===== src/verilog/secp_pkg.sv =====
package secp_pkg;

    // Opcodes
    localparam logic [7:0] OP_LATCH_SET  = 8'h06;
    localparam logic [7:0] OP_LATCH_CLR  = 8'h04;
    localparam logic [7:0] OP_STAT_READ  = 8'h05;
    localparam logic [7:0] OP_STAT_WRITE = 8'h01;
    localparam logic [7:0] OP_ARR_READ   = 8'h03;
    localparam logic [7:0] OP_ARR_WRITE  = 8'h02;
    localparam logic [7:0] OP_ID_READ    = 8'h83;
    localparam logic [7:0] OP_ID_WRITE   = 8'h82;

    // Status byte layout
    localparam int BIT_BUSY  = 0;
    localparam int BIT_LATCH = 1;
    localparam int BIT_BP_LO = 2;
    localparam int BIT_BP_HI = 3;
    localparam int BIT_LOCK  = 7;
    localparam int ADDR_BIT_ID_SEL = 10;

    // Block-protect codes and protected address tops
    localparam logic [1:0] BP_NONE    = 2'h0;
    localparam logic [1:0] BP_QUARTER = 2'h1;
    localparam logic [1:0] BP_HALF    = 2'h2;
    localparam logic [1:0] BP_ALL     = 2'h3;
    localparam logic [1:0] QUARTER_TOP = 2'h3;

    // Reset values of non-volatile bits (delivery state)
    localparam logic       NV_LOCK_RESET = 1'b0;
    localparam logic [1:0] NV_BP_RESET   = 2'h0;

    // Identification-page operation kinds
    localparam logic [1:0] ID_PAGE_READ  = 2'h0;
    localparam logic [1:0] ID_LOCK_READ  = 2'h1;
    localparam logic [1:0] ID_PAGE_WRITE = 2'h2;
    localparam logic [1:0] ID_LOCK_CMD   = 2'h3;

    // Timing
    localparam int CLK_MHZ   = 250;
    localparam int TW_US     = 5000;
    localparam int TW_CYCLES = TW_US * CLK_MHZ;
    localparam int HOST_HALF_DIV = 4;
    localparam int ADDR_BYTES    = 3;

    // Device protocol states
    typedef enum logic [2:0] {
        ST_IDLE   = 3'b000,
        ST_OPC    = 3'b001,
        ST_ADDR   = 3'b010,
        ST_DATA   = 3'b011,
        ST_WAIT   = 3'b100,
        ST_STAT   = 3'b101,
        ST_STREAM = 3'b110,
        ST_IGNORE = 3'b111
    } secp_state_t;

    // Host link states
    typedef enum logic [1:0] {
        H_IDLE = 2'b00,
        H_LOW  = 2'b01,
        H_HIGH = 2'b10,
        H_GAP  = 2'b11
    } secp_hstate_t;

endpackage : secp_pkg


===== src/verilog/secp_if.sv =====
`timescale 1ns/1ns
interface secp_if;
    logic cs_n;
    logic sck;
    logic mosi;
    logic wp_n;
    logic miso_out;
    logic miso_oe;
    wire  miso_pin;

    // Output pin resolution; undriven line floats high
    assign miso_pin = miso_oe ? miso_out : 1'b1;

    modport dev  (input cs_n, sck, mosi, wp_n, miso_pin, output miso_out, miso_oe);
    modport host (output cs_n, sck, mosi, wp_n, input miso_pin, miso_oe);
endinterface : secp_if


===== src/verilog/secp_dev.sv =====
// How it works
// - Opcodes 06 set, 04 clear, 05 status read
// - Opcodes 01 status write, 03 read, 02 write
// - Opcodes 83/82 split by address bit ten
// - Unknown opcode ignores rest until next select
// - Master sends latch set before each write
// - Latch set command sets the write latch
// - Latch commands act at chip select rise
// - Latch cleared by reset, clear, write completion
// - Status read always allowed, repeats while selected
// - Master polls busy before new commands
// - Busy is one during self-timed cycles
// - Latch zero rejects all writes
// - Protect bits refuse writes to guarded region
// - Lock bit plus low pin blocks status write
// - Status write keeps bits 6,5,4,1,0
// - Status write is opcode plus one byte
// - Select must rise right after eighth bit
// - Valid status write starts timed busy cycle
// - Old protect values hold until cycle end
// - Lock bit zero ignores protect pin
// - Hardware lock entered last-event, left on pin high
// - Protect codes quarter, half, whole array
// - Modes 0 and 3, rise sample, fall drive
`timescale 1ns/1ns
module secp_dev
    import secp_pkg::*;
#(
    parameter int unsigned TW_CYC = TW_CYCLES
) (
    // Clock and reset
    input  wire logic        clk_sys,
    input  wire logic        rst,
    // Serial link
    secp_if.dev              link,
    // Status view
    output logic [7:0]       status_byte,
    output logic             hw_lock_mode,
    // Array and identification requests
    output logic             arr_rd_go,
    output logic             arr_wr_go,
    output logic [23:0]      arr_addr,
    output logic             id_go,
    output logic [1:0]       id_kind
);

    if (TW_CYC < 1) begin : g_bad_tw
        $error("TW_CYC must be at least 1");
    end

    ////////////////////////////////////////////////////////////////////////
    // Pin synchronisers and edge detection
    logic [3:0]  pin_meta_reg;
    logic [3:0]  pin_sync_reg;
    logic [3:0]  pin_prev_reg;

    // Order: cs_n, sck, mosi, wp_n
    always_ff @(posedge clk_sys) begin
        if (rst) begin
            pin_meta_reg <= 4'hd;
            pin_sync_reg <= 4'hd;
            pin_prev_reg <= 4'hd;
        end else begin
            pin_meta_reg <= {link.cs_n, link.sck, link.mosi, link.wp_n};
            pin_sync_reg <= pin_meta_reg;
            pin_prev_reg <= pin_sync_reg;
        end
    end

    logic        cs_s;
    logic        mosi_s;
    logic        wp_s;
    logic        sck_rise;
    logic        sck_fall;
    logic        cs_fall;
    logic        cs_rise;

    assign cs_s     = pin_sync_reg[3];
    assign mosi_s   = pin_sync_reg[1];
    assign wp_s     = pin_sync_reg[0];
    assign sck_rise = ~cs_s & pin_sync_reg[2] & ~pin_prev_reg[2];
    assign sck_fall = ~cs_s & ~pin_sync_reg[2] & pin_prev_reg[2];
    assign cs_fall  = ~cs_s & pin_prev_reg[3];
    assign cs_rise  = cs_s & ~pin_prev_reg[3];

    ////////////////////////////////////////////////////////////////////////
    // Bit and byte assembly
    secp_state_t state_reg;
    logic [2:0]  bit_cnt_reg;
    logic [1:0]  addr_cnt_reg;
    logic [1:0]  data_cnt_reg;
    logic [7:0]  shift_reg;
    logic [7:0]  op_reg;
    logic [23:0] addr_reg;
    logic [7:0]  data_reg;
    logic        at_byte_reg;
    logic        byte_end;
    logic [7:0]  byte_in;
    logic [23:0] addr_full;

    assign byte_end  = sck_rise & (bit_cnt_reg == 3'h7);
    assign byte_in   = {shift_reg[6:0], mosi_s};
    assign addr_full = {addr_reg[15:0], byte_in};

    // Shifting, counting and field capture
    always_ff @(posedge clk_sys) begin
        if (rst || cs_fall) begin
            bit_cnt_reg  <= 3'h0;
            addr_cnt_reg <= 2'h0;
            data_cnt_reg <= 2'h0;
            shift_reg    <= 8'h00;
            at_byte_reg  <= 1'b0;
        end else if (sck_rise) begin
            shift_reg   <= byte_in;
            bit_cnt_reg <= bit_cnt_reg + 3'h1;
            at_byte_reg <= (bit_cnt_reg == 3'h7);
            if (byte_end && state_reg == ST_OPC) begin
                op_reg <= byte_in;
            end
            if (byte_end && state_reg == ST_ADDR) begin
                addr_reg     <= addr_full;
                addr_cnt_reg <= addr_cnt_reg + 2'h1;
            end
            if (byte_end && state_reg == ST_DATA) begin
                if (data_cnt_reg == 2'h0) begin
                    data_reg <= byte_in;
                end
                if (data_cnt_reg != 2'h2) begin
                    data_cnt_reg <= data_cnt_reg + 2'h1;
                end
            end
        end
    end

    ////////////////////////////////////////////////////////////////////////
    // Protocol state machine
    logic        busy_reg;
    logic        addr_done;

    assign addr_done = byte_end && (addr_cnt_reg == 2'(ADDR_BYTES - 1));

    always_ff @(posedge clk_sys) begin
        if (rst || cs_rise) begin
            state_reg <= ST_IDLE;
        end else begin
            case (state_reg)
                ST_IDLE: begin
                    if (cs_fall) begin
                        state_reg <= ST_OPC;
                    end
                end
                ST_OPC: begin
                    if (byte_end) begin
                        case (byte_in)
                            OP_LATCH_SET, OP_LATCH_CLR: state_reg <= ST_WAIT;
                            OP_STAT_READ:             state_reg <= ST_STAT;
                            OP_STAT_WRITE:            state_reg <= ST_DATA;
                            OP_ARR_WRITE, OP_ID_WRITE: state_reg <= ST_ADDR;
                            OP_ARR_READ, OP_ID_READ:  state_reg <= busy_reg ? ST_IGNORE : ST_ADDR;
                            default:                  state_reg <= ST_IGNORE;
                        endcase
                    end
                end
                ST_ADDR: begin
                    if (addr_done) begin
                        state_reg <= (op_reg[0]) ? ST_STREAM : ST_DATA;
                    end
                end
                ST_WAIT: begin
                    if (sck_rise) begin
                        state_reg <= ST_IGNORE;
                    end
                end
                default: begin
                    state_reg <= state_reg;
                end
            endcase
        end
    end

    ////////////////////////////////////////////////////////////////////////
    // Execution checks at deselect
    logic        latch_reg;
    logic        lock_reg;
    logic [1:0]  bp_reg;
    logic        hw_lock;
    logic        in_data;
    logic        arr_guarded;
    logic        status_write_cmd_ok;
    logic        memw_ok;
    logic        idw_ok;

    assign hw_lock = lock_reg & ~wp_s;
    assign in_data = (state_reg == ST_DATA) && at_byte_reg && (data_cnt_reg != 2'h0) && latch_reg
                     && !busy_reg;

    // Guarded region per protect code
    always_comb begin
        case (bp_reg)
            BP_QUARTER: arr_guarded = (addr_reg[17:16] == QUARTER_TOP);
            BP_HALF:    arr_guarded = addr_reg[17];
            BP_ALL:     arr_guarded = 1'b1;
            default:    arr_guarded = 1'b0;
        endcase
    end

    assign status_write_cmd_ok = in_data && (op_reg == OP_STAT_WRITE) && (data_cnt_reg == 2'h1) && !hw_lock;
    assign memw_ok = in_data && (op_reg == OP_ARR_WRITE) && !arr_guarded;
    assign idw_ok  = in_data && (op_reg == OP_ID_WRITE) && (bp_reg != BP_ALL);

    ////////////////////////////////////////////////////////////////////////
    // Self-timed write cycle
    logic [31:0] tw_cnt_reg;
    logic        tw_done;

    assign tw_done = (tw_cnt_reg == 32'h1);

    always_ff @(posedge clk_sys) begin
        if (rst) begin
            tw_cnt_reg <= 32'h0;
            busy_reg   <= 1'b0;
        end else if (cs_rise && (status_write_cmd_ok || memw_ok || idw_ok)) begin
            tw_cnt_reg <= 32'(TW_CYC);
            busy_reg   <= 1'b1;
        end else if (tw_cnt_reg != 32'h0) begin
            tw_cnt_reg <= tw_cnt_reg - 32'h1;
            busy_reg   <= !tw_done;
        end
    end

    ////////////////////////////////////////////////////////////////////////
    // Write latch; set wins over completion clear
    always_ff @(posedge clk_sys) begin
        if (rst) begin
            latch_reg <= 1'b0;
        end else if (cs_rise && state_reg == ST_WAIT && op_reg == OP_LATCH_SET) begin
            latch_reg <= 1'b1;
        end else if (tw_done || (cs_rise && state_reg == ST_WAIT && op_reg == OP_LATCH_CLR)) begin
            latch_reg <= 1'b0;
        end
    end

    ////////////////////////////////////////////////////////////////////////
    // Non-volatile protect bits, committed at cycle end
    logic        pend_reg;
    logic        pend_lock_reg;
    logic [1:0]  pend_bp_reg;

    always_ff @(posedge clk_sys) begin
        if (rst) begin
            lock_reg <= NV_LOCK_RESET;
            bp_reg   <= NV_BP_RESET;
            pend_reg <= 1'b0;
        end else if (cs_rise && status_write_cmd_ok) begin
            pend_reg      <= 1'b1;
            pend_lock_reg <= data_reg[BIT_LOCK];
            pend_bp_reg   <= data_reg[BIT_BP_HI:BIT_BP_LO];
        end else if (tw_done && pend_reg) begin
            pend_reg <= 1'b0;
            lock_reg <= pend_lock_reg;
            bp_reg   <= pend_bp_reg;
        end
    end

    ////////////////////////////////////////////////////////////////////////
    // Status readout on falling edges
    logic [7:0]  stat_now;
    logic [7:0]  out_sh_reg;
    logic [2:0]  out_cnt_reg;

    assign stat_now = {lock_reg, 3'h0, bp_reg, latch_reg, busy_reg};

    always_ff @(posedge clk_sys) begin
        if (rst || state_reg != ST_STAT) begin
            link.miso_out <= 1'b0;
            link.miso_oe  <= 1'b0;
            out_cnt_reg   <= 3'h0;
            out_sh_reg    <= 8'h00;
        end else begin
            link.miso_oe <= 1'b1;
            if (sck_fall) begin
                out_cnt_reg <= out_cnt_reg + 3'h1;
                if (out_cnt_reg == 3'h0) begin
                    link.miso_out <= stat_now[7];
                    out_sh_reg    <= {stat_now[6:0], 1'b0};
                end else begin
                    link.miso_out <= out_sh_reg[7];
                    out_sh_reg    <= {out_sh_reg[6:0], 1'b0};
                end
            end
        end
    end

    ////////////////////////////////////////////////////////////////////////
    // User-side outputs
    always_ff @(posedge clk_sys) begin
        if (rst) begin
            status_byte  <= 8'h00;
            hw_lock_mode <= 1'b0;
            arr_rd_go    <= 1'b0;
            arr_wr_go    <= 1'b0;
            arr_addr     <= 24'h0;
            id_go        <= 1'b0;
            id_kind      <= 2'h0;
        end else begin
            status_byte  <= stat_now;
            hw_lock_mode <= hw_lock;
            arr_rd_go    <= (state_reg == ST_ADDR) && addr_done && (op_reg == OP_ARR_READ);
            arr_wr_go    <= cs_rise && memw_ok;
            id_go        <= 1'b0;
            if ((state_reg == ST_ADDR) && addr_done) begin
                arr_addr <= addr_full;
                if (op_reg == OP_ID_READ) begin
                    id_go   <= 1'b1;
                    id_kind <= addr_full[ADDR_BIT_ID_SEL] ? ID_LOCK_READ : ID_PAGE_READ;
                end
            end else if (cs_rise && idw_ok) begin
                id_go   <= 1'b1;
                id_kind <= addr_reg[ADDR_BIT_ID_SEL] ? ID_LOCK_CMD : ID_PAGE_WRITE;
            end
        end
    end

endmodule : secp_dev


===== src/flat_wrapper.sv =====
// flat-port wrapper written by rule: the top's interface ports become plain ports
module secp_dev_flat import secp_pkg::*;
#(
    parameter int unsigned TW_CYC = TW_CYCLES
)
  (clk_sys, rst, status_byte, hw_lock_mode, arr_rd_go, arr_wr_go, arr_addr, id_go, id_kind, link_cs_n, link_sck, link_mosi, link_wp_n, link_miso_out, link_miso_oe);
  secp_if link_i ();
  input  wire logic clk_sys;
  input  wire logic rst;
  output logic [7:0] status_byte;
  output logic hw_lock_mode;
  output logic arr_rd_go;
  output logic arr_wr_go;
  output logic [23:0] arr_addr;
  output logic id_go;
  output logic [1:0] id_kind;
  input wire logic [$bits(link_i.cs_n)-1:0] link_cs_n;
  input wire logic [$bits(link_i.sck)-1:0] link_sck;
  input wire logic [$bits(link_i.mosi)-1:0] link_mosi;
  input wire logic [$bits(link_i.wp_n)-1:0] link_wp_n;
  output wire logic [$bits(link_i.miso_out)-1:0] link_miso_out;
  output wire logic [$bits(link_i.miso_oe)-1:0] link_miso_oe;
  assign link_i.cs_n = link_cs_n;
  assign link_i.sck = link_sck;
  assign link_i.mosi = link_mosi;
  assign link_i.wp_n = link_wp_n;
  assign link_miso_out = link_i.miso_out;
  assign link_miso_oe = link_i.miso_oe;
  secp_dev #(.TW_CYC(TW_CYC)) u_core (.clk_sys(clk_sys), .rst(rst), .link(link_i), .status_byte(status_byte), .hw_lock_mode(hw_lock_mode), .arr_rd_go(arr_rd_go), .arr_wr_go(arr_wr_go), .arr_addr(arr_addr), .id_go(id_go), .id_kind(id_kind));
endmodule

===== config.mk =====
export PLATFORM = sky130hd
export DESIGN_NAME = secp_dev_flat
export DESIGN_NICKNAME = d
export VERILOG_FILES = /design/src/verilog/secp_pkg.sv /design/src/verilog/secp_if.sv /design/src/verilog/secp_dev.sv /design/src/flat_wrapper.sv
export SDC_FILE = /design/constraint.sdc
export NUM_CORES = 1
export LEC_CHECK = 0
export BUFFER_PORTS_ARGS = -buffer_cell sky130_fd_sc_hd__clkbuf_2
export CAP_MARGIN = 20
export CORE_UTILIZATION = 38
export CTS_CLUSTER_SIZE = 28
export DETAILED_ROUTE_END_ITERATION = 7
export PLACE_DENSITY_LB_ADDON = 0.2
export SETUP_SLACK_MARGIN = 0.5
export SYNTH_ARGS = -nofsm -noshare
export SYNTH_HDL_FRONTEND = slang
export SYNTH_SLANG_ARGS = --single-unit
export TNS_END_PERCENT = 20

===== constraint.sdc =====
create_clock -name clk_sys -period 4.3 [get_ports clk_sys]
set_input_delay 0.645 -clock clk_sys [delete_from_list [all_inputs] [get_ports clk_sys]]
set_output_delay 0.645 -clock clk_sys [all_outputs]
set_load 0.01 [all_outputs]

==> results.yml <==
outcome:
  outcome: "finished, final reports clean"
pwr:
  p_comb_frac: 0.318
  p_int_mw: 2.92
  seqPwrFrac: 0.363
  ir_drop_mv: 0.352
  power_density_nw_per_um2: 664
  p_sw_frac: 0.374
  clkPwrFrac: 0.319
  p_total_mw: 4.66
  p_switching_mw: 1.74
  p_leak_nw: 2.52
grt:
  grt_max_degree: 48
  track_usage: 0.181
  overflow: 0
  grt_pass1_vias: 4683
  antenna_found_initial: 0
  grt_pass1_wl_mm: 23.2
finish:
  largest_reg_flops: 32
  area_delta_synth_final_pct: 15.8
  drive_gt1_frac: 0.149
  final_nets: 696
  diodes: 0
  multi_input_area_um2: 2640
  utilization: 0.457
  nFillCells: 1512
  ff_latch_area_um2: 3220
placement:
  hpwl_mm: 9.35
  preCtsSetupSlack_ns: 1.40
  gp_congestion: 0.828
  port_buffers: 42
die:
  fp-row-count: 45
  die_h_um: 128
  start_util: 0.394
  die_w_um: 128
  dieArea_um2: 16500
  ioPinCount: 46
  core_area_um2: 15400
clocking:
  cts_resized: 0
  cts_hold_buf: 0
  cts_tree: "built"
  cts.sinks: 145
  worst_skew_pair.late_latency_ns: 0.43
  root_buffer: "clkbuf_16"
  cts.clk_slew.worst_paths_ns: 0.07
  post_cts_buffers: 0
  cts-htree-levels: 4
  clockBufferDepth: 2
  numCtsBuffers: 17
drt:
  post_drt_wl_per_cell_um: 15.2
  drc_errors: 0
  via_per_inst: 5.30
  ant_nets: 0
  drtPass1Iterations: 5
  vias: 4784
  finalWirelength_mm: 13.7
  drt_iter0_markers: 288
synthesis:
  ys.flop_type: "dfxtp_1"
  yosys.area.top_type: "dfxtp_1"
  synth_top_cells_by_area: "dfxtp_1, edfxtp_1, nand2_1"
  syn_inst: 646
  synth_seq_area_share: 0.532
  async_flop_share: 0
  yosys_warnings: 0
  synth_top_area_share: 0.373
  synth_seq_cells: 145
  ys_types: 53
  syn_area_um2: 6060
  syn_avg_cell_area_um2: 9.38
  synth_edf_count: 32
sta:
  setup_viol: 0
  slew_viol_final: 0
  layout_setup_ws_ns: 1.40
  timing.fmax_mhz: 344
  max-slew-margin-rel: 0.297
  tightest_slew_ns: 1.04
  finClkSkew_ns: 0.00929
  hold_viol: 0
  period_needed_ns: 2.90
  rsz0062_at_grt: "no"
  hold_ws_ns: 0.391
  finalCritPeriodShare: 0.675
  setup_tns_ns: 0
worst_setup_path:
  start_kind: "flop"
  startpoint: "u_core.data_cnt_reg[0]"
  reg2reg_from: "u_core.data_cnt_reg[0]"
  end_kind: "flop"
  path_class: "flop to flop"
  cp_max_fo: 24
  crit_arrival_ns: 3.17
  required_ns: 4.57
hold_path:
  hp-start: "link_wp_n"
  hp-class: "input pin to flop"
job:
  maxCapViolations: 0
## routing by layer
metal	wire length (µm)	vias up	track usage
met2	6840	111	0.304
met4	205	0	0.0782
met5	0	-	0
li1	-	2383	-
met1	6090	2271	0.221
met3	575	19	0.0438
## worst max-delay path, stage by stage, from the launching register on
cell and delay [ns]:
dfxtp_1 0.34, inv_1 0.08, ha_1 0.24, or4_1 0.62
or4_1 0.55, nand3_1 0.79, nor2_1 0.12
## through the flow
step                      cells  cell area, µm²
final                       903            7020
after global placement      870            6420
after detailed placement    870            6420
after CTS                   902            7010
after global routing        903            7020
after floorplan             648            6070
## layout by cell type, fill, tap and decap left out, types with 7 or more instances in the layout
cell and count:
inv_1 15, nand2_1 101, edfxtp_1 32, or4_1 15, mux2i_1 10, ha_1 11
nand4_1 7, o21ai_0 16, clkbuf_16 17, a31oi_1 10, dfxtp_1 113, nand3_1 15
a21oi_1 68, nor4_1 10, nor2_1 36, or2_2 11, nor3_1 19, nor2b_1 18
or3_1 22, nand2b_1 8, a211oi_1 7, clkbuf_2 43, o31ai_1 10
## final timing paths
kind / to / slack (ns) / depth (start not counted)
max: u_core.tw_cnt_reg[3] / 1.40 / 6
min: u_core.pin_meta_reg[0] / 0.39 / 2
max reg2reg: u_core.tw_cnt_reg[3] / 1.40 / 6
min reg2reg: u_core.pin_sync_reg[3] / 0.41 / 1
## cell usage after synthesis, types with 2 or more instances
library cell and n:
or3_1 22, o21ai_0 16, nor3_1 19, nor4_1 10
or4b_2 2, dfxtp_1 113, o31ai_1 10, or2_2 11
nor2b_1 18, nand4_1 7, nand3b_1 3, a31oi_1 10
a311oi_1 2, and4_1 3, xor2_1 2, ha_1 11
xnor2_1 4, nor3b_1 5, clkbuf_1 26, nand2b_1 8
mux2i_1 10, o41ai_1 6, and2_1 3, or4b_1 3
buf_2 5, nor2_1 36, or4_1 15, buf_4 4
nand3_1 15, nor4bb_1 2, inv_1 15, or3b_2 2
a21oi_1 68, or4_4 2, edfxtp_1 32, mux2_2 2
nand2_1 101, a211oi_1 7, and3_1 2
## power by group through the flow
stage          clock network (mW)  logic (mW)  registers, mW
5_1_grt                      1.58        1.66           1.71
6_report                     1.49        1.48           1.69
3_5_place_dp                    0        1.46           1.71
2_1_floorplan                   0        1.18           1.65
4_1_cts                      1.52        1.47           1.68
3_3_place_gp                    0        1.42           1.70
## cell type report
class / instances / share of cell area
clock buffer: 17 / 0.0606
tap: 211 / 0.0376
sequential: 145 / 0.459
multi-input combinational: 453 / 0.376
timing repair buffer: 47 / 0.0349
inverter: 15 / 0.00802
clock inverter: 15 / 0.0239
## kinds of logic (layout without fill, tap and decap cells)
| group | count (synthesis) | count (layout) | synth area share |
|---|---|---|---|
| mux | 12 | 12 | 0.0202 |
| compound gates | 128 | 128 | 0.127 |
| xor+xnor | 6 | 6 | 0.00867 |
| simple gates | 293 | 293 | 0.255 |
| buf+inv | 50 | 94 | 0.0345 |
| other cells | 1 | 3 | 0.000619 |
| flops | 145 | 145 | 0.532 |
| fa+ha+maj | 11 | 11 | 0.0227 |
(Power assumes the default switching activity.)
